$ cat src/wake_regs.svh
`ifndef WAKE_REGS_SVH
`define WAKE_REGS_SVH

// Register byte addresses on the control bus.
`define DET_CTRL_OFFSET 8'h00
`define STATUS_OFFSET 8'h04
`define WAKE_EN_OFFSET 8'h08
`define ADDR_WORD_MASK 8'hFC

// Field positions of the detector control register.
`define THRESH_MSB 2
`define THRESH_LSB 0
`define DET_ON_BIT 4
`define LOW_FLAG_BIT 5

// Field positions of the status register.
`define ST_PDF_BIT 0
`define ST_TO_BIT 1
`define ST_LSR_BIT 2
`define ST_SLEEP_BIT 3

// Reset values.
`define DET_CTRL_RESET 8'h00
`define WAKE_EN_RESET 8'h00

// Bus responses.
`define RESP_OKAY 2'b00
`define RESP_SLVERR 2'b10

// Sizes.
`define PORT_W 8
`define IRQ_NUM 4
`define DLY_CNT_W 8

// Timing: the interrupt raise delay in ns and its cycle count at 8 ns per clock.
`define CLK_PERIOD_NS 8
`define IRQ_RAISE_DELAY_NS 1000
`define IRQ_RAISE_DELAY_CYC ((`IRQ_RAISE_DELAY_NS + `CLK_PERIOD_NS - 1) / `CLK_PERIOD_NS)

`endif

$ cat src/wake_pkg.sv
package wake_pkg;

    // Power state of the core as seen by the wake-up logic.
    typedef enum logic {
        RUN_MODE,
        HALTED
    } power_state_t;

    // Cause of the last wake-up.
    typedef enum logic [2:0] {
        CAUSE_NONE,
        CAUSE_EXT_RESET,
        CAUSE_WDT,
        CAUSE_PORT,
        CAUSE_IRQ
    } wake_cause_t;

endpackage : wake_pkg

$ cat src/low_sense_if.sv
`timescale 1ns/1ps

// Carries the synchronised low-supply level to the delay timer and its set pulse back.
interface low_sense_if;
    logic low_level;
    logic irq_set;
    modport ctrl (output low_level, input irq_set);
    modport timer (input low_level, output irq_set);
endinterface : low_sense_if

$ cat src/sync2.sv
`timescale 1ns/1ps

module sync2 #(
    parameter int WIDTH = 1
) (
    input wire logic aclk, // System clock.
    input wire logic aresetn, // Synchronous reset, active low.
    input wire logic [WIDTH-1:0] d, // Asynchronous inputs.
    output logic [WIDTH-1:0] q // Synchronised outputs.
);

    logic [WIDTH-1:0] meta_reg;
    logic [WIDTH-1:0] meta_next;
    logic [WIDTH-1:0] q_next;

    // The first stage feeds only the second stage.
    always_comb begin
        meta_next = d;
        q_next = meta_reg;
    end

    // Both stages clear to zero under reset.
    always_ff @(posedge aclk) begin
        if (!aresetn) begin
            meta_reg <= '0;
            q <= '0;
        end else begin
            meta_reg <= meta_next;
            q <= q_next;
        end
    end

endmodule : sync2

$ cat src/irq_delay.sv
`timescale 1ns/1ps
`include "wake_regs.svh"

module irq_delay (
    input wire logic aclk, // System clock.
    input wire logic aresetn, // Synchronous reset, active low.
    low_sense_if.timer lsi // Low level in, set pulse out.
);

    localparam logic [`DLY_CNT_W-1:0] DELAY = `DLY_CNT_W'(`IRQ_RAISE_DELAY_CYC);

    logic [`DLY_CNT_W-1:0] cnt_reg;
    logic [`DLY_CNT_W-1:0] cnt_next;
    logic set_reg;
    logic set_next;
    logic [`DLY_CNT_W-1:0] run_reg;

    assign lsi.irq_set = set_reg;

    // Count the cycles the low level has held; a drop restarts the wait so every rise is timed.
    always_comb begin
        cnt_next = cnt_reg;
        set_next = 1'b0;
        if (!lsi.low_level) begin
            cnt_next = '0;
        end else begin
            if (cnt_reg != DELAY) begin
                cnt_next = cnt_reg + 1'b1;
            end
            set_next = (cnt_reg == DELAY - 1'b1);
        end
    end

    // Registers of the delay timer.
    always_ff @(posedge aclk) begin
        if (!aresetn) begin
            cnt_reg <= '0;
            set_reg <= 1'b0;
        end else begin
            cnt_reg <= cnt_next;
            set_reg <= set_next;
        end
    end

    // Helper that counts consecutive low cycles, saturating.
    always_ff @(posedge aclk) begin
        if (!aresetn || !lsi.low_level) begin
            run_reg <= '0;
        end else if (run_reg != {`DLY_CNT_W{1'b1}}) begin
            run_reg <= run_reg + 1'b1;
        end
    end
endmodule : irq_delay

$ cat src/sleep_wake_ctrl.sv
`timescale 1ns/1ps
`include "wake_regs.svh"

// Contract
// - In sleep, wake on external reset, port fall, interrupt or watchdog overflow.
// - Wake by external reset issues a full system reset.
// - Watchdog wake sets timeout flag, resets only PC and SP.
// - Power-down flag clears at power-up and watchdog clear, sets on halt.
// - Each port pin has a wake enable; enabled falling edge resumes after halt.
// - Disabled interrupt or full stack: resume after halt, request stays pending.
// - Enabled interrupt with stack room: normal interrupt response at once.
// - A request flag already high at sleep entry cannot wake.
// - Threshold field bits 2..0 selects one of eight detection voltages.
// - Read-only bit 5 shows one while supply is below threshold.
// - Bit 4 switches the detector on or off.
// - Bits 7, 6 and 3 of detector control read zero.
// - Low-supply request raised only after a fixed delay following flag rise.
// - Enabled detector runs in sleep; low supply sets request and wakes.
// - The low flag may toggle near threshold; each transition is handled.
// - Interrupt service leaves the low-supply request set until software clears it.
// - Any request flag rising wakes, whether enabled or not; the code wakes only on flags that were low at sleep entry.
module sleep_wake_ctrl (
    input wire logic aclk, // System clock, 125 MHz.
    input wire logic aresetn, // Power-up reset, synchronous, active low.
    input wire logic [7:0] awaddr, // Write address.
    input wire logic awvalid, // Write address valid.
    output logic awready, // Write address ready.
    input wire logic [31:0] wdata, // Write data.
    input wire logic [3:0] wstrb, // Write byte strobes.
    input wire logic wvalid, // Write data valid.
    output logic wready, // Write data ready.
    output logic [1:0] bresp, // Write response.
    output logic bvalid, // Write response valid.
    input wire logic bready, // Write response ready.
    input wire logic [7:0] araddr, // Read address.
    input wire logic arvalid, // Read address valid.
    output logic arready, // Read address ready.
    output logic [31:0] rdata, // Read data.
    output logic [1:0] rresp, // Read response.
    output logic rvalid, // Read data valid.
    input wire logic rready, // Read data ready.
    input wire logic ext_reset_n, // External reset pin, active low.
    input wire logic [`PORT_W-1:0] port_pins, // First-port pins.
    input wire logic comparator_low, // Analog comparator, high when supply is low.
    input wire logic halt_exec, // Halt instruction executes, pulse.
    input wire logic wdt_clear, // Watchdog clear instruction executes, pulse.
    input wire logic wdt_overflow, // Watchdog overflow, pulse.
    input wire logic [`IRQ_NUM-1:0] irq_flags, // Other interrupt request flags.
    input wire logic [`IRQ_NUM:0] irq_enable, // Full enable path per flag, top is low supply.
    input wire logic stack_full, // Stack has no free level.
    output logic core_clock_run, // System clock enable, low in sleep.
    output logic full_reset_req, // Full system reset, pulse.
    output logic wdt_reset_req, // Reset of PC and SP only, pulse.
    output logic resume_after_halt, // Continue after halt, pulse.
    output logic irq_take, // Start interrupt response, pulse.
    output wake_pkg::wake_cause_t wake_cause, // Cause of last wake-up.
    output logic detector_power, // Detector circuit on.
    output logic [2:0] threshold_select, // Selected detection voltage.
    output logic low_supply_flag, // Supply below threshold.
    output logic low_supply_irq_request // Low-supply request flag.
);

    low_sense_if lsi ();

    logic [`PORT_W+1:0] pins_sync;
    logic ext_now;
    logic [`PORT_W-1:0] port_now;
    logic ext_prev_reg;
    logic [`PORT_W-1:0] port_prev_reg;
    logic ext_fall;
    logic [`PORT_W-1:0] port_fall;
    logic [`IRQ_NUM:0] all_flags;
    logic [`IRQ_NUM:0] flags_prev_reg;
    logic [`IRQ_NUM:0] armed_reg;
    logic [`IRQ_NUM:0] armed_next;
    logic [`IRQ_NUM:0] irq_rise;
    wake_pkg::power_state_t state_reg;
    wake_pkg::power_state_t state_next;
    wake_pkg::wake_cause_t cause_next;
    logic full_next;
    logic wdtr_next;
    logic resume_next;
    logic take_next;
    logic pdf_reg;
    logic pdf_next;
    logic to_reg;
    logic to_next;
    logic [2:0] thresh_reg;
    logic [2:0] thresh_next;
    logic det_on_reg;
    logic det_on_next;
    logic low_flag_reg;
    logic low_flag_next;
    logic lsr_reg;
    logic lsr_next;
    logic [`PORT_W-1:0] wake_en_reg;
    logic [`PORT_W-1:0] wake_en_next;
    logic [7:0] aw_addr_reg;
    logic [7:0] aw_addr_next;
    logic aw_hold_reg;
    logic aw_hold_next;
    logic [7:0] w_data_reg;
    logic [7:0] w_data_next;
    logic w_lane_reg;
    logic w_lane_next;
    logic w_hold_reg;
    logic w_hold_next;
    logic bvalid_next;
    logic [1:0] bresp_next;
    logic rvalid_next;
    logic [31:0] rdata_next;
    logic [1:0] rresp_next;
    logic do_write;
    logic wr_ctrl;
    logic wr_status;
    logic wr_wake;
    logic rd_ctrl_reg;
    logic rd_ctrl_next;
    logic [7:0] ar_word;

    // Pins and the comparator enter through two flip-flops.
    sync2 #(.WIDTH(`PORT_W + 2)) u_pin_sync (
        .aclk(aclk),
        .aresetn(aresetn),
        .d({comparator_low, ext_reset_n, port_pins}),
        .q(pins_sync)
    );

    irq_delay u_irq_delay (
        .aclk(aclk),
        .aresetn(aresetn),
        .lsi(lsi)
    );

    // Edge detection on the synchronised pins; previous values reset low so no false edge.
    assign ext_now = pins_sync[`PORT_W];
    assign port_now = pins_sync[`PORT_W-1:0];
    assign ext_fall = ext_prev_reg & ~ext_now;
    assign port_fall = port_prev_reg & ~port_now & wake_en_reg;
    assign all_flags = {lsr_reg, irq_flags};
    assign irq_rise = all_flags & ~flags_prev_reg & armed_reg;
    assign lsi.low_level = low_flag_reg;

    // Bus handshake outputs.
    assign awready = !aw_hold_reg && !bvalid;
    assign wready = !w_hold_reg && !bvalid;
    assign arready = !rvalid;
    assign do_write = aw_hold_reg && w_hold_reg && !bvalid && w_lane_reg;
    assign wr_ctrl = do_write && aw_addr_reg == `DET_CTRL_OFFSET;
    assign wr_status = do_write && aw_addr_reg == `STATUS_OFFSET;
    assign wr_wake = do_write && aw_addr_reg == `WAKE_EN_OFFSET;
    assign ar_word = araddr & `ADDR_WORD_MASK;

    // Block outputs from their registers.
    assign core_clock_run = (state_reg == wake_pkg::RUN_MODE);
    assign detector_power = det_on_reg;
    assign threshold_select = thresh_reg;
    assign low_supply_flag = low_flag_reg;
    assign low_supply_irq_request = lsr_reg;

    // Sleep state machine, wake-up priority and status flags.
    always_comb begin
        state_next = state_reg;
        cause_next = wake_cause;
        armed_next = armed_reg;
        full_next = 1'b0;
        wdtr_next = 1'b0;
        resume_next = 1'b0;
        take_next = 1'b0;
        pdf_next = pdf_reg;
        to_next = to_reg;
        if (wdt_clear) begin
            pdf_next = 1'b0;
        end
        if (ext_fall) begin
            full_next = 1'b1;
        end
        case (state_reg)
            wake_pkg::RUN_MODE: begin
                if (halt_exec) begin
                    state_next = wake_pkg::HALTED;
                    armed_next = ~all_flags;
                    pdf_next = 1'b1;
                    to_next = 1'b0;
                end
            end
            wake_pkg::HALTED: begin
                if (ext_fall) begin
                    state_next = wake_pkg::RUN_MODE;
                    cause_next = wake_pkg::CAUSE_EXT_RESET;
                end else if (wdt_overflow) begin
                    state_next = wake_pkg::RUN_MODE;
                    cause_next = wake_pkg::CAUSE_WDT;
                    wdtr_next = 1'b1;
                end else if (port_fall != '0) begin
                    state_next = wake_pkg::RUN_MODE;
                    cause_next = wake_pkg::CAUSE_PORT;
                    resume_next = 1'b1;
                end else if (irq_rise != '0) begin
                    state_next = wake_pkg::RUN_MODE;
                    cause_next = wake_pkg::CAUSE_IRQ;
                    if ((irq_rise & irq_enable) != '0 && !stack_full) begin
                        take_next = 1'b1;
                    end else begin
                        resume_next = 1'b1;
                    end
                end
            end
            default: begin
                state_next = wake_pkg::RUN_MODE;
            end
        endcase
        if (wdt_overflow) begin
            to_next = 1'b1;
        end
    end

    // Detector control, request flag and wake enables; hardware set wins over a software clear.
    always_comb begin
        thresh_next = thresh_reg;
        det_on_next = det_on_reg;
        wake_en_next = wake_en_reg;
        lsr_next = lsr_reg;
        low_flag_next = det_on_reg & pins_sync[`PORT_W+1];
        if (wr_ctrl) begin
            thresh_next = w_data_reg[`THRESH_MSB:`THRESH_LSB];
            det_on_next = w_data_reg[`DET_ON_BIT];
        end
        if (wr_wake) begin
            wake_en_next = w_data_reg;
        end
        if (wr_status) begin
            lsr_next = w_data_reg[`ST_LSR_BIT];
        end
        if (lsi.irq_set) begin
            lsr_next = 1'b1;
        end
    end

    // Bus slave: address and data are taken in either order, the write lands once both are held and byte strobe 0 was set.
    always_comb begin
        aw_addr_next = aw_addr_reg;
        aw_hold_next = aw_hold_reg;
        w_data_next = w_data_reg;
        w_lane_next = w_lane_reg;
        w_hold_next = w_hold_reg;
        bvalid_next = bvalid;
        bresp_next = bresp;
        rvalid_next = rvalid;
        rdata_next = rdata;
        rresp_next = rresp;
        rd_ctrl_next = rd_ctrl_reg;
        if (awvalid && awready) begin
            aw_addr_next = awaddr & `ADDR_WORD_MASK;
            aw_hold_next = 1'b1;
        end
        if (wvalid && wready) begin
            w_data_next = wdata[7:0];
            w_lane_next = wstrb[0];
            w_hold_next = 1'b1;
        end
        if (aw_hold_reg && w_hold_reg && !bvalid) begin
            aw_hold_next = 1'b0;
            w_hold_next = 1'b0;
            bvalid_next = 1'b1;
            if (aw_addr_reg == `DET_CTRL_OFFSET || aw_addr_reg == `STATUS_OFFSET ||
                aw_addr_reg == `WAKE_EN_OFFSET) begin
                bresp_next = `RESP_OKAY;
            end else begin
                bresp_next = `RESP_SLVERR;
            end
        end else if (bvalid && bready) begin
            bvalid_next = 1'b0;
        end
        if (arvalid && arready) begin
            rvalid_next = 1'b1;
            rresp_next = `RESP_OKAY;
            rdata_next = 32'h0000_0000;
            rd_ctrl_next = 1'b0;
            case (ar_word)
                `DET_CTRL_OFFSET: begin
                    rd_ctrl_next = 1'b1;
                    rdata_next[`THRESH_MSB:`THRESH_LSB] = thresh_reg;
                    rdata_next[`DET_ON_BIT] = det_on_reg;
                    rdata_next[`LOW_FLAG_BIT] = low_flag_reg;
                end
                `STATUS_OFFSET: begin
                    rdata_next[`ST_PDF_BIT] = pdf_reg;
                    rdata_next[`ST_TO_BIT] = to_reg;
                    rdata_next[`ST_LSR_BIT] = lsr_reg;
                    rdata_next[`ST_SLEEP_BIT] = (state_reg == wake_pkg::HALTED);
                end
                `WAKE_EN_OFFSET: begin
                    rdata_next[`PORT_W-1:0] = wake_en_reg;
                end
                default: begin
                    rresp_next = `RESP_SLVERR;
                end
            endcase
        end else if (rvalid && rready) begin
            rvalid_next = 1'b0;
        end
    end

    // Registers of all groups.
    always_ff @(posedge aclk) begin
        if (!aresetn) begin
            state_reg <= wake_pkg::RUN_MODE;
            wake_cause <= wake_pkg::CAUSE_NONE;
            armed_reg <= '0;
            flags_prev_reg <= '0;
            ext_prev_reg <= 1'b0;
            port_prev_reg <= '0;
            full_reset_req <= 1'b0;
            wdt_reset_req <= 1'b0;
            resume_after_halt <= 1'b0;
            irq_take <= 1'b0;
            pdf_reg <= 1'b0;
            to_reg <= 1'b0;
            thresh_reg <= 3'(`DET_CTRL_RESET);
            det_on_reg <= 1'b0;
            low_flag_reg <= 1'b0;
            lsr_reg <= 1'b0;
            wake_en_reg <= `WAKE_EN_RESET;
            aw_addr_reg <= 8'h00;
            aw_hold_reg <= 1'b0;
            w_data_reg <= 8'h00;
            w_lane_reg <= 1'b0;
            w_hold_reg <= 1'b0;
            bvalid <= 1'b0;
            bresp <= `RESP_OKAY;
            rvalid <= 1'b0;
            rdata <= 32'h0000_0000;
            rresp <= `RESP_OKAY;
            rd_ctrl_reg <= 1'b0;
        end else begin
            state_reg <= state_next;
            wake_cause <= cause_next;
            armed_reg <= armed_next;
            flags_prev_reg <= all_flags;
            ext_prev_reg <= ext_now;
            port_prev_reg <= port_now;
            full_reset_req <= full_next;
            wdt_reset_req <= wdtr_next;
            resume_after_halt <= resume_next;
            irq_take <= take_next;
            pdf_reg <= pdf_next;
            to_reg <= to_next;
            thresh_reg <= thresh_next;
            det_on_reg <= det_on_next;
            low_flag_reg <= low_flag_next;
            lsr_reg <= lsr_next;
            wake_en_reg <= wake_en_next;
            aw_addr_reg <= aw_addr_next;
            aw_hold_reg <= aw_hold_next;
            w_data_reg <= w_data_next;
            w_lane_reg <= w_lane_next;
            w_hold_reg <= w_hold_next;
            bvalid <= bvalid_next;
            bresp <= bresp_next;
            rvalid <= rvalid_next;
            rdata <= rdata_next;
            rresp <= rresp_next;
            rd_ctrl_reg <= rd_ctrl_next;
        end
    end
endmodule : sleep_wake_ctrl

$ cat config.mk
export PLATFORM = sky130hd
export DESIGN_NAME = sleep_wake_ctrl
export DESIGN_NICKNAME = d
export VERILOG_FILES = /design/src/wake_pkg.sv /design/src/low_sense_if.sv /design/src/sync2.sv /design/src/irq_delay.sv /design/src/sleep_wake_ctrl.sv
export VERILOG_INCLUDE_DIRS = /design/src
export SDC_FILE = /design/constraint.sdc
export NUM_CORES = 1
export LEC_CHECK = 0
export ABC_AREA = 1
export BUFFER_PORTS_ARGS = -buffer_cell sky130_fd_sc_hd__buf_2
export CORE_UTILIZATION = 45
export DETAILED_ROUTE_END_ITERATION = 8
export PLACE_DENSITY = 0.77
export SETUP_SLACK_MARGIN = 0.1
export SYNTH_ARGS = -nofsm -noshare
export SYNTH_HDL_FRONTEND = slang
export SYNTH_HIERARCHICAL = 1
export SYNTH_SLANG_ARGS = --single-unit
$ cat constraint.sdc
create_clock -name aclk -period 1.4 [get_ports aclk]
set_clock_uncertainty 0.2 [all_clocks]
set_input_delay 0 -clock aclk [delete_from_list [all_inputs] [get_ports aclk]]
set_output_delay 0 -clock aclk [all_outputs]
set_load 0.05 [all_outputs]
Yosys cells after proc, flatten, opt, wreduce, memory -nomap -nowiden
Index checks and enable logic that the tools add are counted.
{"block": "totals", "input_bits": 82, "elab_cells": 127, "output_inout_bits": 55, "reg_bits": 103}
{"block": "classes", "n_eq_ne": 7, "bitwise": 14, "addsub": 1, "reduce_logical": 40, "muxes": 34}
{"cell": "1-bit two-way mux", "n": 23}
{"cell": "8-bit AND", "n": 2}
{"cell": "8-bit logical NOT", "n": 2}
{"cell": "5-bit AND", "n": 3}
{"cell": "1-bit logical AND", "n": 14}
{"cell": "6-bit by 1-bit equality test with 1-bit output, second input constant", "n": 2}
{"cell": "6-bit by 2-bit equality test with 1-bit output, second input constant", "n": 2}
{"cell": "3-bit two-way mux", "n": 4}
{"cell": "5-bit NOT", "n": 2}
{"cell": "5-bit nonzero test", "n": 2}
{"cell": "3-bit case mux with 3 select lines", "n": 1}
{"cell": "8-bit by 1-bit adder with 8-bit output, second input constant", "n": 1}
{"cell": "8-bit by 7-bit equality test with 1-bit output, second input constant", "n": 1}
{"cell": "8-bit by 7-bit inequality test with 1-bit output, second input constant", "n": 1}
{"cell": "8-bit NOT", "n": 1}
{"cell": "2-bit AND reduction", "n": 4}
{"cell": "2-bit nonzero test", "n": 4}
{"cell": "8-bit nonzero test", "n": 1}
{"cell": "2-bit two-way mux", "n": 3}
{"cell": "3-bit OR reduction", "n": 2}
{"cell": "6-bit OR reduction", "n": 1}
{"cell": "1-bit logical NOT", "n": 5}
{"cell": "1-bit NOT", "n": 4}
{"cell": "1-bit case mux with 2 select lines", "n": 2}
{"cell": "other kinds (7)", "n": 9}

Longest topological paths before layout
Gate-level depths: netlist of run 1.
{"block": "depth", "word_depth": 9, "ltp_mapped": 9, "mapped_depth_nobuf": 9}

Hierarchy
The synthesis of run 1 kept the hierarchy.
{"module": "sleep_wake_ctrl", "n_inst": 1, "cells_per_inst": 407, "area_each_um2": 3062.9, "seq_area_each_um2": 1441.4}
{"module": "sync2", "n_inst": 1, "cells_per_inst": 62, "area_each_um2": 573.0, "seq_area_each_um2": 400.4}
{"module": "irq_delay", "n_inst": 1, "cells_per_inst": 68, "area_each_um2": 499.2, "seq_area_each_um2": 180.2}

Worst setup path after synthesis of run 1
OpenSTA, ideal clock, no wires.
{"block": "synth_timing", "path_type": "register to register", "start": "reg bvalid", "end": "reg aw_addr_reg[2]", "stages_incl_launch_ff": 5, "path_buffers": 0, "t_arrival_ns": 1.872, "setup_time_ns": 0.124, "setup_slack_ns": -0.796, "path_cell_list": "dfxtp_1 > nor2_1 > nand2_1 > o21ai_0 > a21oi_1"}
{"block": "synth_via", "elab_chain_len": 3}
{"item": "start, declared", "line_no": "sleep_wake_ctrl.sv:33", "text": "output logic bvalid,"}
{"item": "start signal, assigned", "line_no": "sleep_wake_ctrl.sv:359", "text": "bvalid <= bvalid_next;"}
{"item": "1-bit logical NOT", "line_no": "sleep_wake_ctrl.sv:145", "text": "assign awready = !aw_hold_reg && !bvalid;"}
{"item": "1-bit logical AND", "line_no": "sleep_wake_ctrl.sv:145"}
{"item": "named net awready", "line_no": "sleep_wake_ctrl.sv:27", "text": "output logic awready,"}
{"item": "1-bit logical AND", "line_no": "sleep_wake_ctrl.sv:253", "text": "if (awvalid && awready) begin"}
{"item": "end signal, assigned", "line_no": "sleep_wake_ctrl.sv:354", "text": "aw_addr_reg <= aw_addr_next;"}
{"item": "end, declared", "line_no": "sleep_wake_ctrl.sv:98", "text": "logic [7:0] aw_addr_reg;"}
The timed path passes the listed nets, and every way through them passes these cells.
A chain may end at the register's enable or synchronous reset.

Worst setup path in the final report of run 1
{"block": "layout_timing", "start": "reg aw_addr_reg[6]", "end": "reg thresh_reg[1] (netlist: threshold_select[1])"}
{"block": "layout_via", "elab_chain_len": 2}
{"item": "8-bit logical NOT (no source line)"}
{"item": "1-bit logical AND (no source line)"}
{"item": "end signal, assigned", "line_no": "sleep_wake_ctrl.sv:320", "text": "thresh_reg <= 3'(`DET_CTRL_RESET);"}
{"item": "end signal, assigned", "line_no": "sleep_wake_ctrl.sv:349", "text": "thresh_reg <= thresh_next;"}
{"item": "end, declared", "line_no": "sleep_wake_ctrl.sv:88", "text": "logic [2:0] thresh_reg;"}
No other way between the ends.

==> results of run 1 <==
## cells by family after synthesis
kind of cell / after synthesis / share of synthesized area [%]
AOI/OAI and AO/OA: 80 / 10.1
xor gates and xnor gates: 3 / 0.636
adders and majority gates: 3 / 0.908
buffers and inverters: 123 / 14.0
DFF: 101 / 48.9
other: 1 / 0.0907
and+or+nand+nor: 226 / 25.3
## cell usage after synthesis (all sizes together)
cell / n
xnor2: 1
a21oi: 30
o21a: 1
clkinv: 1
o31ai: 1
nor2: 83
inv: 85
nand3b: 1
nand2: 97
a22oi: 2
dfxtp: 101
buf: 31
nand4: 12
nand3: 30
conb: 1
o21ai: 43
o21bai: 3
nor3: 3
ha: 3
clkbuf: 6
xor2: 2
## power groups by stage
stage | registers [mW] | clock network, mW | logic (mW)
floorplan | 3.21 | 0 | 0.573
global placement | 3.14 | 0 | 0.779
detailed placement | 3.14 | 0 | 0.796
CTS | 3.08 | 1.88 | 0.962
global route | 3.11 | 2.01 | 1.11
finish | 3.09 | 1.84 | 1.03
## path summary, 6_finish.rpt
check	startpoint	to	slack, ns	depth (start not counted)
worst max-delay path	aw_addr_reg[6]	threshold_select[1]	-0.09	6
worst min-delay path	araddr[4]	rdata[2]	-0.01	8
worst max register to register	aw_addr_reg[6]	threshold_select[1]	-0.09	6
worst min register to register	u_pin_sync/meta_reg[8]	u_pin_sync/q[8]	0.21	2
## critical path, cell delays in order (launching register included)
cell,delay (ns)
sky130_fd_sc_hd__dfxtp_1,0.34
sky130_fd_sc_hd__nor2_4,0.17
sky130_fd_sc_hd__nand4_1,0.21
sky130_fd_sc_hd__nor2_4,0.20
sky130_fd_sc_hd__inv_2,0.08
sky130_fd_sc_hd__nor2_2,0.12
sky130_fd_sc_hd__nor2_1,0.07
## metal layers
layer / up-vias / part of all wire [%] / wire, um
met5: - / 0 / 0
met4: 0 / 1.6 / 157
met3: 17 / 4.5 / 447
met2: 112 / 51 / 5120
met1: 1778 / 42 / 4230
li1: 1965 / - / -
## final cells by class
cell class | instances | area [um2]
multi-input combinational | 339 | 1970
sequential | 101 | 2060
tap | 108 | 135
clock buffer | 10 | 138
timing repair buffer | 169 | 1300
fill | 685 | 2800
inverter | 86 | 345
clock inverter | 6 | 62.6
## metrics by stage
step	setup TNS, ns	cells	util [%]	setup slack [ns]
floorplan	-1.96	562	-	-0.190
global placement	-0.377	733	53.8	-0.0495
detailed placement	-0.829	733	53.8	-0.0971
CTS	-1.06	812	64.5	-0.0773
global route	-2.39	819	68.3	-0.164
finish	-0.489	819	68.3	-0.0908
## repair_timing
action                     CTS  global route
cloned                       1             0
setup buffers                1             6
setup endpoints to repair   39            60
resized for setup           38            83
hold buffers                61             3
hold endpoints to repair    71             6
pin swaps                   14            36
==> results by stage, run 1 <==
Pwr:
- Net switching is between 20% and 30% of the power.
- The internal cell power is 4.25 mW.
- Summing internal, switching and leakage power gives 5.96 mW.
- IR analysis of the VDD net gives a maximum drop of 0.567 mV.
- The switching power is 1.71 mW.
- The leakage power of the design is just under 3 nW.
- The share of total power in sequential cells is about half.
- Per report_power, the combinational group accounts for 17.3% of the total.
- Power spread over the standard cell area amounts to 992 nW/um2.
- In this run, the clock network consumes 30.8% of the power.

Finish:
- The synthesis-to-layout area growth is 45.4%.
- The fraction of final layout cells sized beyond drive strength 1 is 34.5%.
- The library cells used most frequently in the layout, excluding fill and tap cells, are 81 x sky130_fd_sc_hd__nand2_1, 80 x sky130_fd_sc_hd__dfxtp_1, 71 x sky130_fd_sc_hd__buf_2, 69 x sky130_fd_sc_hd__inv_1, 60 x sky130_fd_sc_hd__dlygate4sd3_1.
- At the end of the flow, the number of nets in the layout was around 790.
- Leaving out fill and tap cells, the most frequent cell in the layout is sky130_fd_sc_hd__nand2_1.
- The repair_antennas step left the layout with diodes totalling 0.
- The area of all placed cells without fillers is 6010 um2.

GRT:
- The total grt overflow is 0.
- The layer flagged by global routing as most heavily used is met2.
- The met3 track utilization from global routing is under 10%.
- The met1 track demand over resource is 25.1%.
- Entering global routing, the biggest net connects 29 pins.
- The initial antenna violation count came to 0.
- The total track usage is 20.9%.
- For this run, global-route usage on met2 was measured as 36.8%.
- The global-route wire length before repair is ~16000 um.
- The number of global-route vias before repair is 3697.

Timing:
- The final count of negative-setup-slack endpoints is 15.
- The worst hold-check slack is -0.0116 ns.
- The final critical path time including I/O delays and setup is between 1 and 1.5 ns.
- Once routing completed, OpenROAD measured the worst setup slack at -0.0908 ns.
- Static timing analysis puts the maximum clock frequency at 0.671 GHz.
- The count of final hold-check violations is 2.
- Setup repair after global routing could not meet its margin everywhere.
- The count of final max-slew check failures is 0.
- The fraction of the cycle the final worst path needs is 106%.

Die:
- During I/O placement, the number of pins put on the boundary was between 100 and 150.
- After floorplanning, the core was sized to cover 8810 um2.
- The die outline area is 9580 um2.
- In this run the core area contains 34 standard-cell rows.
- Measured along the y axis, the die boundary spans 97.9 um.
- The initial utilization of the core area, before any placement, comes to 47.0%.
- The horizontal extent of the die is between 90 and 100 um.

Routing:
- Before antenna repair, the detailed router went through 6 iterations.
- In this run, the number of DRC markers left after iteration 0 of detailed routing was 192.
- The aggregate routed wire length is 9950 um.
- The total DRC errors in the routed layout is 20.
- The number of vias in the routed layout is 3872.
- The mean routed wirelength per cell is ~12 um.
- In this run the remaining antenna-violating nets after routing total 0.
- After detailed routing, the number of vias per cell comes to 4.73.

Critical path:
- STA classifies the critical path endpoint as a flip-flop.
- The worst setup path category is reg -> reg.
- The highest net fanout along the worst path is 4.
- Data arrives at the worst endpoint at 1.55 ns.
- STA puts the critical path data required time at 1.46 ns.
- The category of the worst setup path launch point is a flip-flop.

CTS:
- The CTS tree is built.
- Counting every sink on the clock net gives 101.
- The CTS buffer count is 9.
- After clock tree synthesis, the clock-pin slew on the worst setup and hold paths is 0.10 ns.
- The clock passes through at most 2 buffers.
- The master cell of the clock root buffer is sky130_fd_sc_hd__clkbuf_8.
- The later pin in the worst-skew pair is clocked with a latency of 0.36 ns.
- The H-tree was split into 3 levels.

Job:
- The number of violations of the max-capacitance limit is 0.

Run status:
- The final reports fail on DRC, hold timing, setup timing.
- The run finished, with violations left.

Yosys:
- Summed over all instances, the cell type with the most area after synthesis is sky130_fd_sc_hd__dfxtp_1.
- The post-synthesis average cell area is 7.70 um2.
- The synthesized netlist occupies a cell area of 4140 um2.
- The share of synthesized area in the top cell type comes to between 40% and 50%.
- The number of flip-flops and latches in the synthesized netlist is 101.
- During synthesis, Yosys emitted a total of 6 warnings.
- The post-synthesis sequential area ratio is 48.9%.
- The number of different library cells used by synthesis comes to 36.
- Ranked by total cell area, the synthesized netlist is headed by sky130_fd_sc_hd__dfxtp_1 49%, sky130_fd_sc_hd__nand2_1 8.4%, sky130_fd_sc_hd__inv_1 7.2%, sky130_fd_sc_hd__nor2_1 6.1%, sky130_fd_sc_hd__buf_4 4.7%.
- The synthesized instance count is 537.

Hold path:
- The tightest min-delay check is of the in -> reg type.

Place:
- After legalization and detailed placement, the total HPWL measured ~6400 um.
- In this run the tool buffered the top-level ports with 79 buffer cells.
- The placed instance area is roughly 4700 um2.
- The global placement routability congestion is 0.811.
No activity file was read; power rests on OpenSTA's default activity.
==> inputs of run 2 (changes only) <==
Settings changed: ABC_AREA 1 to unset.
==> results by stage, run 2 <==
Run status:
- The flow ran to the end, but the final reports show violations.
- The checks that failed: hold timing, setup timing.

Pwr:
- The switching portion of total power is 29.4% (+0.73 points).
- The leakage power of the design is 2.68 nW (-9.1%).
- The switching power came to 1.72 mW (+0.58%).
- The relative contribution of combinational cells to total power is 17.7% (+0.4 points).
- The worst voltage drop across the vdd grid is 0.702 mV (+24%).
- The areal power density over the cells is 964 nW/um2 (-2.8%).
- The internal cell power is 4.13 mW (-2.9%).
- The part of the total power dissipated in the clock network is 30.5% (-0.3 points).
- The share of total power in sequential cells is 51.9% (about the same).

Critical path:
- The arrival time reported for the critical path endpoint came to 1.97 ns (+0.42 ns).
- The required time of the critical path came to 1.46 ns (about the same).
- The nature of the critical path endpoint is a flip-flop.
- The number of cells on the critical path is 5 (-1).
- The endpoint of the worst register-to-register path is low_supply_irq_request.
- The worst reg-to-reg path cell count is 5 (-1).
- The count of buffer and inverter cells on the critical path is 0 (-1).
- Traced cell by cell, the critical path runs through or4_4, nor2_4, nand4b_2, mux2_4, o21a_1.
- The worst flop-to-flop path startpoint is aw_addr_reg[4].
- Following the worst setup path forward leads to its endpoint at low_supply_irq_request.
- The highest net fanout along the worst path came to 4 (unchanged).
- In this run the worst setup path begins at aw_addr_reg[4].
- The cell family contributing the most delay on the critical path is simple AND/OR/NAND/NOR gates.
- The category of the worst setup path launch point is a flip-flop.
- The cell with the biggest individual delay on the critical path is sky130_fd_sc_hd__or4_4.
- The stage delay of the slowest cell on the critical path came to 0.55 ns (+0.21 ns).
- The worst setup path category is reg -> reg.
- The setup slack on the worst flop-to-flop path was -0.51 ns (-0.42 ns).

Yosys:
- The area share of the leading cell type in the synthesized netlist is 49.2% (+0.31 points).
- The total number of yosys warnings was 6 (unchanged).
- Counting instances in the post-synthesis netlist gives the leading cell types as 101 x sky130_fd_sc_hd__dfxtp_1, 59 x sky130_fd_sc_hd__nand2_1, 28 x sky130_fd_sc_hd__and2_1, 26 x sky130_fd_sc_hd__buf_4, 21 x sky130_fd_sc_hd__nor2b_1.
- The synthesized instance count is 428 (-20%).
- The post-synthesis average cell area is 9.60 um2 (+25%).
- The most numerous cell in the Yosys netlist is sky130_fd_sc_hd__dfxtp_1.
- The cell area after technology mapping is 4110 um2 (-0.64%).
- The number of flip-flops and latches in the synthesized netlist is 101 (unchanged).
- The post-synthesis sequential area ratio came to 49.2% (+0.31 points).
- By area the synthesized netlist is led by sky130_fd_sc_hd__dfxtp_1 49%, sky130_fd_sc_hd__nand2_1 5.4%, sky130_fd_sc_hd__buf_4 4.8%, sky130_fd_sc_hd__and2_1 4.3%, sky130_fd_sc_hd__nor2b_1 3.2%.
- The proportion of register bits with asynchronous set or reset after synthesis was 0% (unchanged).
- sky130_fd_sc_hd__dfxtp_1 takes more of the synthesized area than any other cell.
- The count of flip-flops with a built-in enable after synthesis is 0 (unchanged).
- The predominant post-synthesis flop cell is sky130_fd_sc_hd__dfxtp_1.
- The number of distinct standard cells referenced by the synthesized netlist came to 54 (+50%).

Place:
- The worst setup slack after placement is -0.506 ns (-0.409 ns).
- The number of buffers added on ports is 79 (unchanged).
- The HPWL after detailed placement is 6150 um (-3.2%).
- The post-placement cell count was 633 (-14%).
- The global placement routability congestion is 0.829 (+2.2%).

GRT:
- The total grt overflow is 0 (unchanged).
- The maximum number of pins on one net before global-route repair came to 70 (+140%).
- The total track usage is 19.8% (-1.1 points).
- The initial antenna violation count is 0 (unchanged).
- The global-route wire length before repair was 15300 um (-5.4%).
- The number of global-route vias before repair came to 3323 (-10%).

Routing:
- The aggregate routed wire length is 9940 um (-0.12%).
- The remaining number of nets flagged by the antenna check after routing is 0 (unchanged).
- The mean routed wirelength per cell is 13.9 um (+14%).
- The number of iterations in the first detailed-routing pass is 4 (-2).
- The initial DRC count is 87 (-55%).
- The total DRC errors in the routed layout is 0 (-100%).
- The number of vias in the routed layout is 3547 (-8.4%).
- The vias per cell came to 4.96 (+4.9%).

Timing:
- The count of final hold-check violations is 9 (+7).
- The count of final max-slew check failures is 0 (unchanged).
- The final critical path time including I/O delays and setup is 1.91 ns (+0.423 ns).
- Setup repair after global routing could not meet its margin everywhere.
- The worst hold-check slack is -0.120 ns (-0.108 ns).
- The aggregate negative setup slack is -7.45 ns (-6.96 ns).
- The fraction of the cycle the final worst path needs is 137% (+30 points).
- The top achievable clock speed is 0.522 GHz (-22%).
- The final count of negative-setup-slack endpoints was 27 (+12).
- The worst-case setup margin in the final layout is -0.514 ns (-0.423 ns).

CTS:
- The insertion delay of the later-clocked pin in the worst-skew pair was 0.37 ns (about the same).
- The count of H-tree levels built during CTS came to 3 (unchanged).
- The maximum count of clock buffers along a single path is 2 (unchanged).
- The tree is rooted in a sky130_fd_sc_hd__clkbuf_8.
- The clock-pin slew on the worst setup and hold paths is 0.11 ns (about the same).
- The CTS tree is built.
- The CTS buffer count is 9 (unchanged).
- The number of sinks driven by the clock tree is 101 (unchanged).

Die:
- The horizontal extent of the die is 97.6 um (-0.31%).
- The vertical extent of the die is 97.6 um (-0.31%).
- The area of the core is 8760 um2 (-0.48%).
- The boundary pin count is 137 (unchanged).
- The number of cell rows was 34 (unchanged).
- The initial core utilization is 46.9% (-0.072 points).
- The die outline area is 9520 um2 (-0.62%).

Finish:
- The combined area of the multi-input logic cells is 2220 um2 (+13%).
- The area taken by flip-flops and latches was 2070 um2 (+0.12%).
- The number of diodes added for antenna fixing was 0 (unchanged).
- The count of placed standard cells in the final layout, fillers left out is 715 (-13%).
- The fraction of final layout cells sized beyond drive strength 1 is 40.2% (+5.7 points).
- The number of nets in the finished design came to 687 (-13%).
- The final cell utilization of the core is 69.2% (+0.96 points).
- The area growth from synthesis to layout is 47.6%.
- The library cells used most frequently in the layout, excluding fill and tap cells, are 84 x sky130_fd_sc_hd__dfxtp_1, 69 x sky130_fd_sc_hd__buf_2, 49 x sky130_fd_sc_hd__nand2_1, 49 x sky130_fd_sc_hd__dlygate4sd3_1, 40 x sky130_fd_sc_hd__buf_4.
- The most common library cell in the layout ignoring fill and taps is sky130_fd_sc_hd__dfxtp_1.
- The number of filler instances in the final layout is 647 (-5.5%).

Hold path:
- The type of the tightest min-delay check is in -> reg.
- The number of cells on the worst hold path was 5 (-3).

Job:
- The number of violations of the max-capacitance limit is 0 (unchanged).
## run 2: routing by layer
layer / track usage, % / part of all wire, % / up-vias
li1: - / - / 1774
met1: 23.6 / 44 / 1668
met2: 35.9 / 51 / 92
met3: 4.82 / 4.4 / 13
met4: 4.30 / 1.1 / 0
met5: 0 / 0 / -
## run 2: worst min path at each step
stage | startpoint | slack [ns] | end
6_report | araddr[5] | -0.12 | rresp[1]
5_1_grt | araddr[5] | -0.13 | rresp[1]
4_1_cts | araddr[7] | -0.12 | rresp[1]
3_5_place_dp | port_pins[4] | 0.02 | u_pin_sync/meta_reg[4]
3_3_place_gp | comparator_low | 0.02 | u_pin_sync/meta_reg[9]
2_1_floorplan | wdt_overflow | -0.12 | resume_after_halt
## run 2: stage by stage
stage	power [mW]	cell area [um2]
2_1_floorplan	3.72	4350
3_3_place_gp	3.88	4870
3_5_place_dp	3.90	4870
4_1_cts	5.85	5830
5_1_grt	6.09	6070
6_report	5.85	6070
## run 2: repair_timing
item,4_1_cts,5_1_grt
setup endpoints to repair,49,67
cloned,1,1
hold buffers,55,1
buffers inserted,8,5
hold endpoints to repair,60,19
resized for setup,42,63
pin swaps,15,17
## run 2: power by group through the flow
| stage | sequential, mW | combinational, mW | clock (mW) |
|---|---|---|---|
| floorplan | 3.16 | 0.566 | 0 |
| global placement | 3.10 | 0.784 | 0 |
| detailed placement | 3.10 | 0.802 | 0 |
| CTS | 3.04 | 0.981 | 1.83 |
| global route | 3.05 | 1.10 | 1.94 |
| finish | 3.03 | 1.03 | 1.78 |
## run 2: area by class of cell
cell class | instances | area share, %
Clock buffer | 9 | 2.04
Clock inverter | 7 | 1.22
Tap cell | 108 | 2.23
Timing Repair Buffer | 179 | 23.2
Multi-Input combinational cell | 303 | 36.6
Sequential cell | 101 | 34.1
Inverter | 8 | 0.639
## run 2: worst reg2reg max path, stage by stage, from the launching register on
cell	delay (ns)
sky130_fd_sc_hd__dfxtp_1	0.33
sky130_fd_sc_hd__or4_4	0.55
sky130_fd_sc_hd__nor2_4	0.14
sky130_fd_sc_hd__nand4b_2	0.12
sky130_fd_sc_hd__mux2_4	0.31
sky130_fd_sc_hd__o21a_1	0.17
## run 2: cell families after synthesis
kind of cell / share of synthesized area (%)
other cells: 0.0913
simple gates: 25.6
compound gates: 11.6
fa+ha+maj: 0.914
flops: 49.2
mux: 4.08
xor+xnor: 0.640
buf+inv: 7.80
==> inputs of run 3 (changes only) <==
Settings changed: CORE_UTILIZATION 45 to 52, CTS_BUF_LIST set to sky130_fd_sc_hd__clkbuf_2, PLACE_DENSITY 0.77 to 0.84.
Clock period 1.4 ns to 1.9 ns, I/O delays scaled along.
==> results by stage, run 3 (synthesis gave the netlist of run 2 again) <==
Run status:
- The flow ran to the end, but the final reports show violations.
- The checks that failed: setup timing.

Routing:
- The aggregate routed wire length was 9310 um (-6.3%).
- The vias per cell is 5.08 (+2.4%).
- The remaining number of nets flagged by the antenna check after routing is 0 (unchanged).
- The total DRC errors in the routed layout is 0 (unchanged).
- The number of iterations in the first detailed-routing pass is 6 (+2).
- The mean routed wirelength per cell was 13.3 um (-4.1%).
- The number of vias in the routed layout is 3545 (-0.056%).
- The initial DRC count is 136 (+56%).

Critical path:
- The worst reg-to-reg path cell count is 5 (unchanged).
- The highest net fanout along the worst path came to 4 (unchanged).
- The worst register-to-register path ends at low_supply_irq_request.
- The category of the worst setup path launch point is a flip-flop.
- The setup slack on the worst flop-to-flop path is -0.03 ns (+0.48 ns).
- The nature of the critical path endpoint is a flip-flop.
- In this run the worst setup path terminates at low_supply_irq_request.
- In this run the critical register-to-register path is launched from aw_addr_reg[4].
- The arrival time reported for the critical path endpoint came to 2.20 ns (+0.23 ns).
- The worst setup path category is reg -> reg.
- The required time of the critical path is 2.17 ns (+0.71 ns).
- The most critical setup path has its startpoint at aw_addr_reg[4].

Finish:
- Relative to the synthesized area, the layout overhead comes to 36.1%.
- The area of all placed cells without fillers is 5590 um2 (-7.8%).
- In the layout the commonest cells are 93 x sky130_fd_sc_hd__dfxtp_1, 80 x sky130_fd_sc_hd__dlygate4sd3_1, 79 x sky130_fd_sc_hd__buf_2, 59 x sky130_fd_sc_hd__nand2_1, 28 x sky130_fd_sc_hd__and2_1.
- The number of diodes added for antenna fixing is 0 (unchanged).
- Leaving out fill and tap cells, the most frequent cell in the layout is sky130_fd_sc_hd__dfxtp_1.
- The fraction of final layout cells sized beyond drive strength 1 is 24.0% (-16 points).
- The number of nets in the finished design came to 676 (-1.6%).
- The count of placed standard cells in the final layout, fillers left out came to 698 (-2.4%).

Pwr:
- The total power after layout is 4.31 mW (-26%).
- The areal power density over the cells came to 770 nW/um2 (-20%).
- The leakage power of the design is 2.49 nW (-7.0%).
- The worst voltage drop across the vdd grid is 0.376 mV (-46%).

Die:
- The area of the core was 7690 um2 (-12%).
- The initial core utilization was 53.5% (+6.6 points).
- The vertical extent of the die is 90.9 um (-6.8%).
- The number of cell rows is 32 (-5.9%).
- The horizontal extent of the die is 90.9 um (-6.8%).
- The die outline area came to 8260 um2 (-13%).
- The boundary pin count is 137 (unchanged).

GRT:
- The initial antenna violation count was 0 (unchanged).
- The number of global-route vias before repair is 3347 (+0.72%).
- The total track usage is 22.7% (+2.9 points).
- The maximum number of pins on one net before global-route repair came to 69 (-1.4%).
- The total grt overflow is 0 (unchanged).
- The global-route wire length before repair came to 15100 um (-0.90%).

CTS:
- The CTS buffer count is 9 (unchanged).
- The count of H-tree levels built during CTS was 3 (unchanged).
- TritonCTS built the clock tree.
- The insertion delay of the later-clocked pin in the worst-skew pair is 0.53 ns (+0.16 ns).
- The master cell of the clock root buffer is sky130_fd_sc_hd__clkbuf_2.
- The maximum count of clock buffers along a single path was 2 (unchanged).
- The clock-pin slew on the worst setup and hold paths was 0.25 ns (+0.14 ns).
- The number of sinks driven by the clock tree is 101 (unchanged).

Place:
- The HPWL after detailed placement was 5840 um (-5.1%).
- The post-placement cell count came to 598 (-5.5%).
- The placed instance area is 4520 um2 (-7.1%).
- The number of buffers added on ports is 79 (unchanged).
- The worst setup slack after placement is -0.0359 ns (+0.470 ns).
- The global placement routability congestion is 0.816 (-1.6%).

Timing:
- The final critical path time including I/O delays and setup is 1.93 ns (+0.0192 ns).
- The count of final max-slew check failures is 0 (unchanged).
- The top achievable clock speed is 0.517 GHz (-0.99%).
- The worst-case setup margin in the final layout is -0.0335 ns (+0.481 ns).
- Setup repair after global routing could not meet its margin everywhere.
- The fraction of the cycle the final worst path needs came to 102% (-35 points).
- The final count of negative-setup-slack endpoints was 7 (-74%).
- The count of final hold-check violations is 0 (-9).

Hold path:
- In this run the worst hold path is classified as in -> reg.

Job:
- The number of violations of the max-capacitance limit was 0 (unchanged).
## run 3: stage by stage
stage	util, %	hold WS, ns	setup TNS, ns
5_1_grt	72.7	0.0155	-1.02
3_3_place_gp	58.8	0.0201	0
4_1_cts	72.1	0.00102	-0.163
2_1_floorplan	-	-0.123	0
3_5_place_dp	58.8	0.0221	-0.0364
6_report	72.7	0.0326	-0.122
## run 3: area by class of cell
| class | count | area (um2) |
|---|---|---|
| repair buffers | 169 | 1280 |
| clock buffers | 10 | 50.0 |
| flip-flops and latches | 101 | 2030 |
| well taps | 102 | 128 |
| multi-input cells | 302 | 1930 |
| inverters | 8 | 30.0 |
| clock inverters | 6 | 134 |
| fillers | 548 | 2100 |
## run 3: worst min path at each step
stage | from | end | slack [ns] | cells past startpoint
after CTS | wdata[6] | w_data_reg[6] | 0.001 | 4
final | wdata[4] | w_data_reg[4] | 0.03 | 4
after detailed placement | port_pins[4] | u_pin_sync/meta_reg[4] | 0.02 | 2
after floorplan | wdt_overflow | resume_after_halt | -0.12 | 1
after global routing | wdata[4] | w_data_reg[4] | 0.02 | 4
after global placement | comparator_low | u_pin_sync/meta_reg[9] | 0.02 | 2
## run 3: power by group
| group | total (mW) | switching [mW] | internal (mW) |
|---|---|---|---|
| Sequential | 2.27 | 0.0602 | 2.21 |
| Combinational | 0.644 | 0.370 | 0.274 |
| Clock | 1.39 | 0.685 | 0.707 |
| Total | 4.31 | 1.12 | 3.19 |
## run 3: worst max-delay path: stages (launching register included)
cell	delay (ns)
sky130_fd_sc_hd__dfxtp_2	0.38
sky130_fd_sc_hd__or4_4	0.55
sky130_fd_sc_hd__nor2_4	0.13
sky130_fd_sc_hd__nand4b_2	0.12
sky130_fd_sc_hd__mux2_4	0.32
sky130_fd_sc_hd__o21a_1	0.17
## run 3: routing by layer
| layer | routed length [um] | share of wire (%) | vias up | global-route usage, % |
|---|---|---|---|---|
| li1 | - | - | 1748 | - |
| met5 | 0 | 0 | - | 0 |
| met4 | 185 | 2.0 | 0 | 8.86 |
| met1 | 4110 | 44 | 1676 | 27.8 |
| met2 | 4610 | 50 | 106 | 40.4 |
| met3 | 401 | 4.3 | 15 | 2.95 |
## run 3: what timing repair did
item | in CTS | in global routing
endpoints found under the hold margin | 101 | 0
pin swaps | 1 | 3
endpoints found under the setup margin | 13 | 18
resized for setup | 4 | 12
cloned | 1 | 0
buffers inserted | 2 | 1
hold buffers | 80 | 0
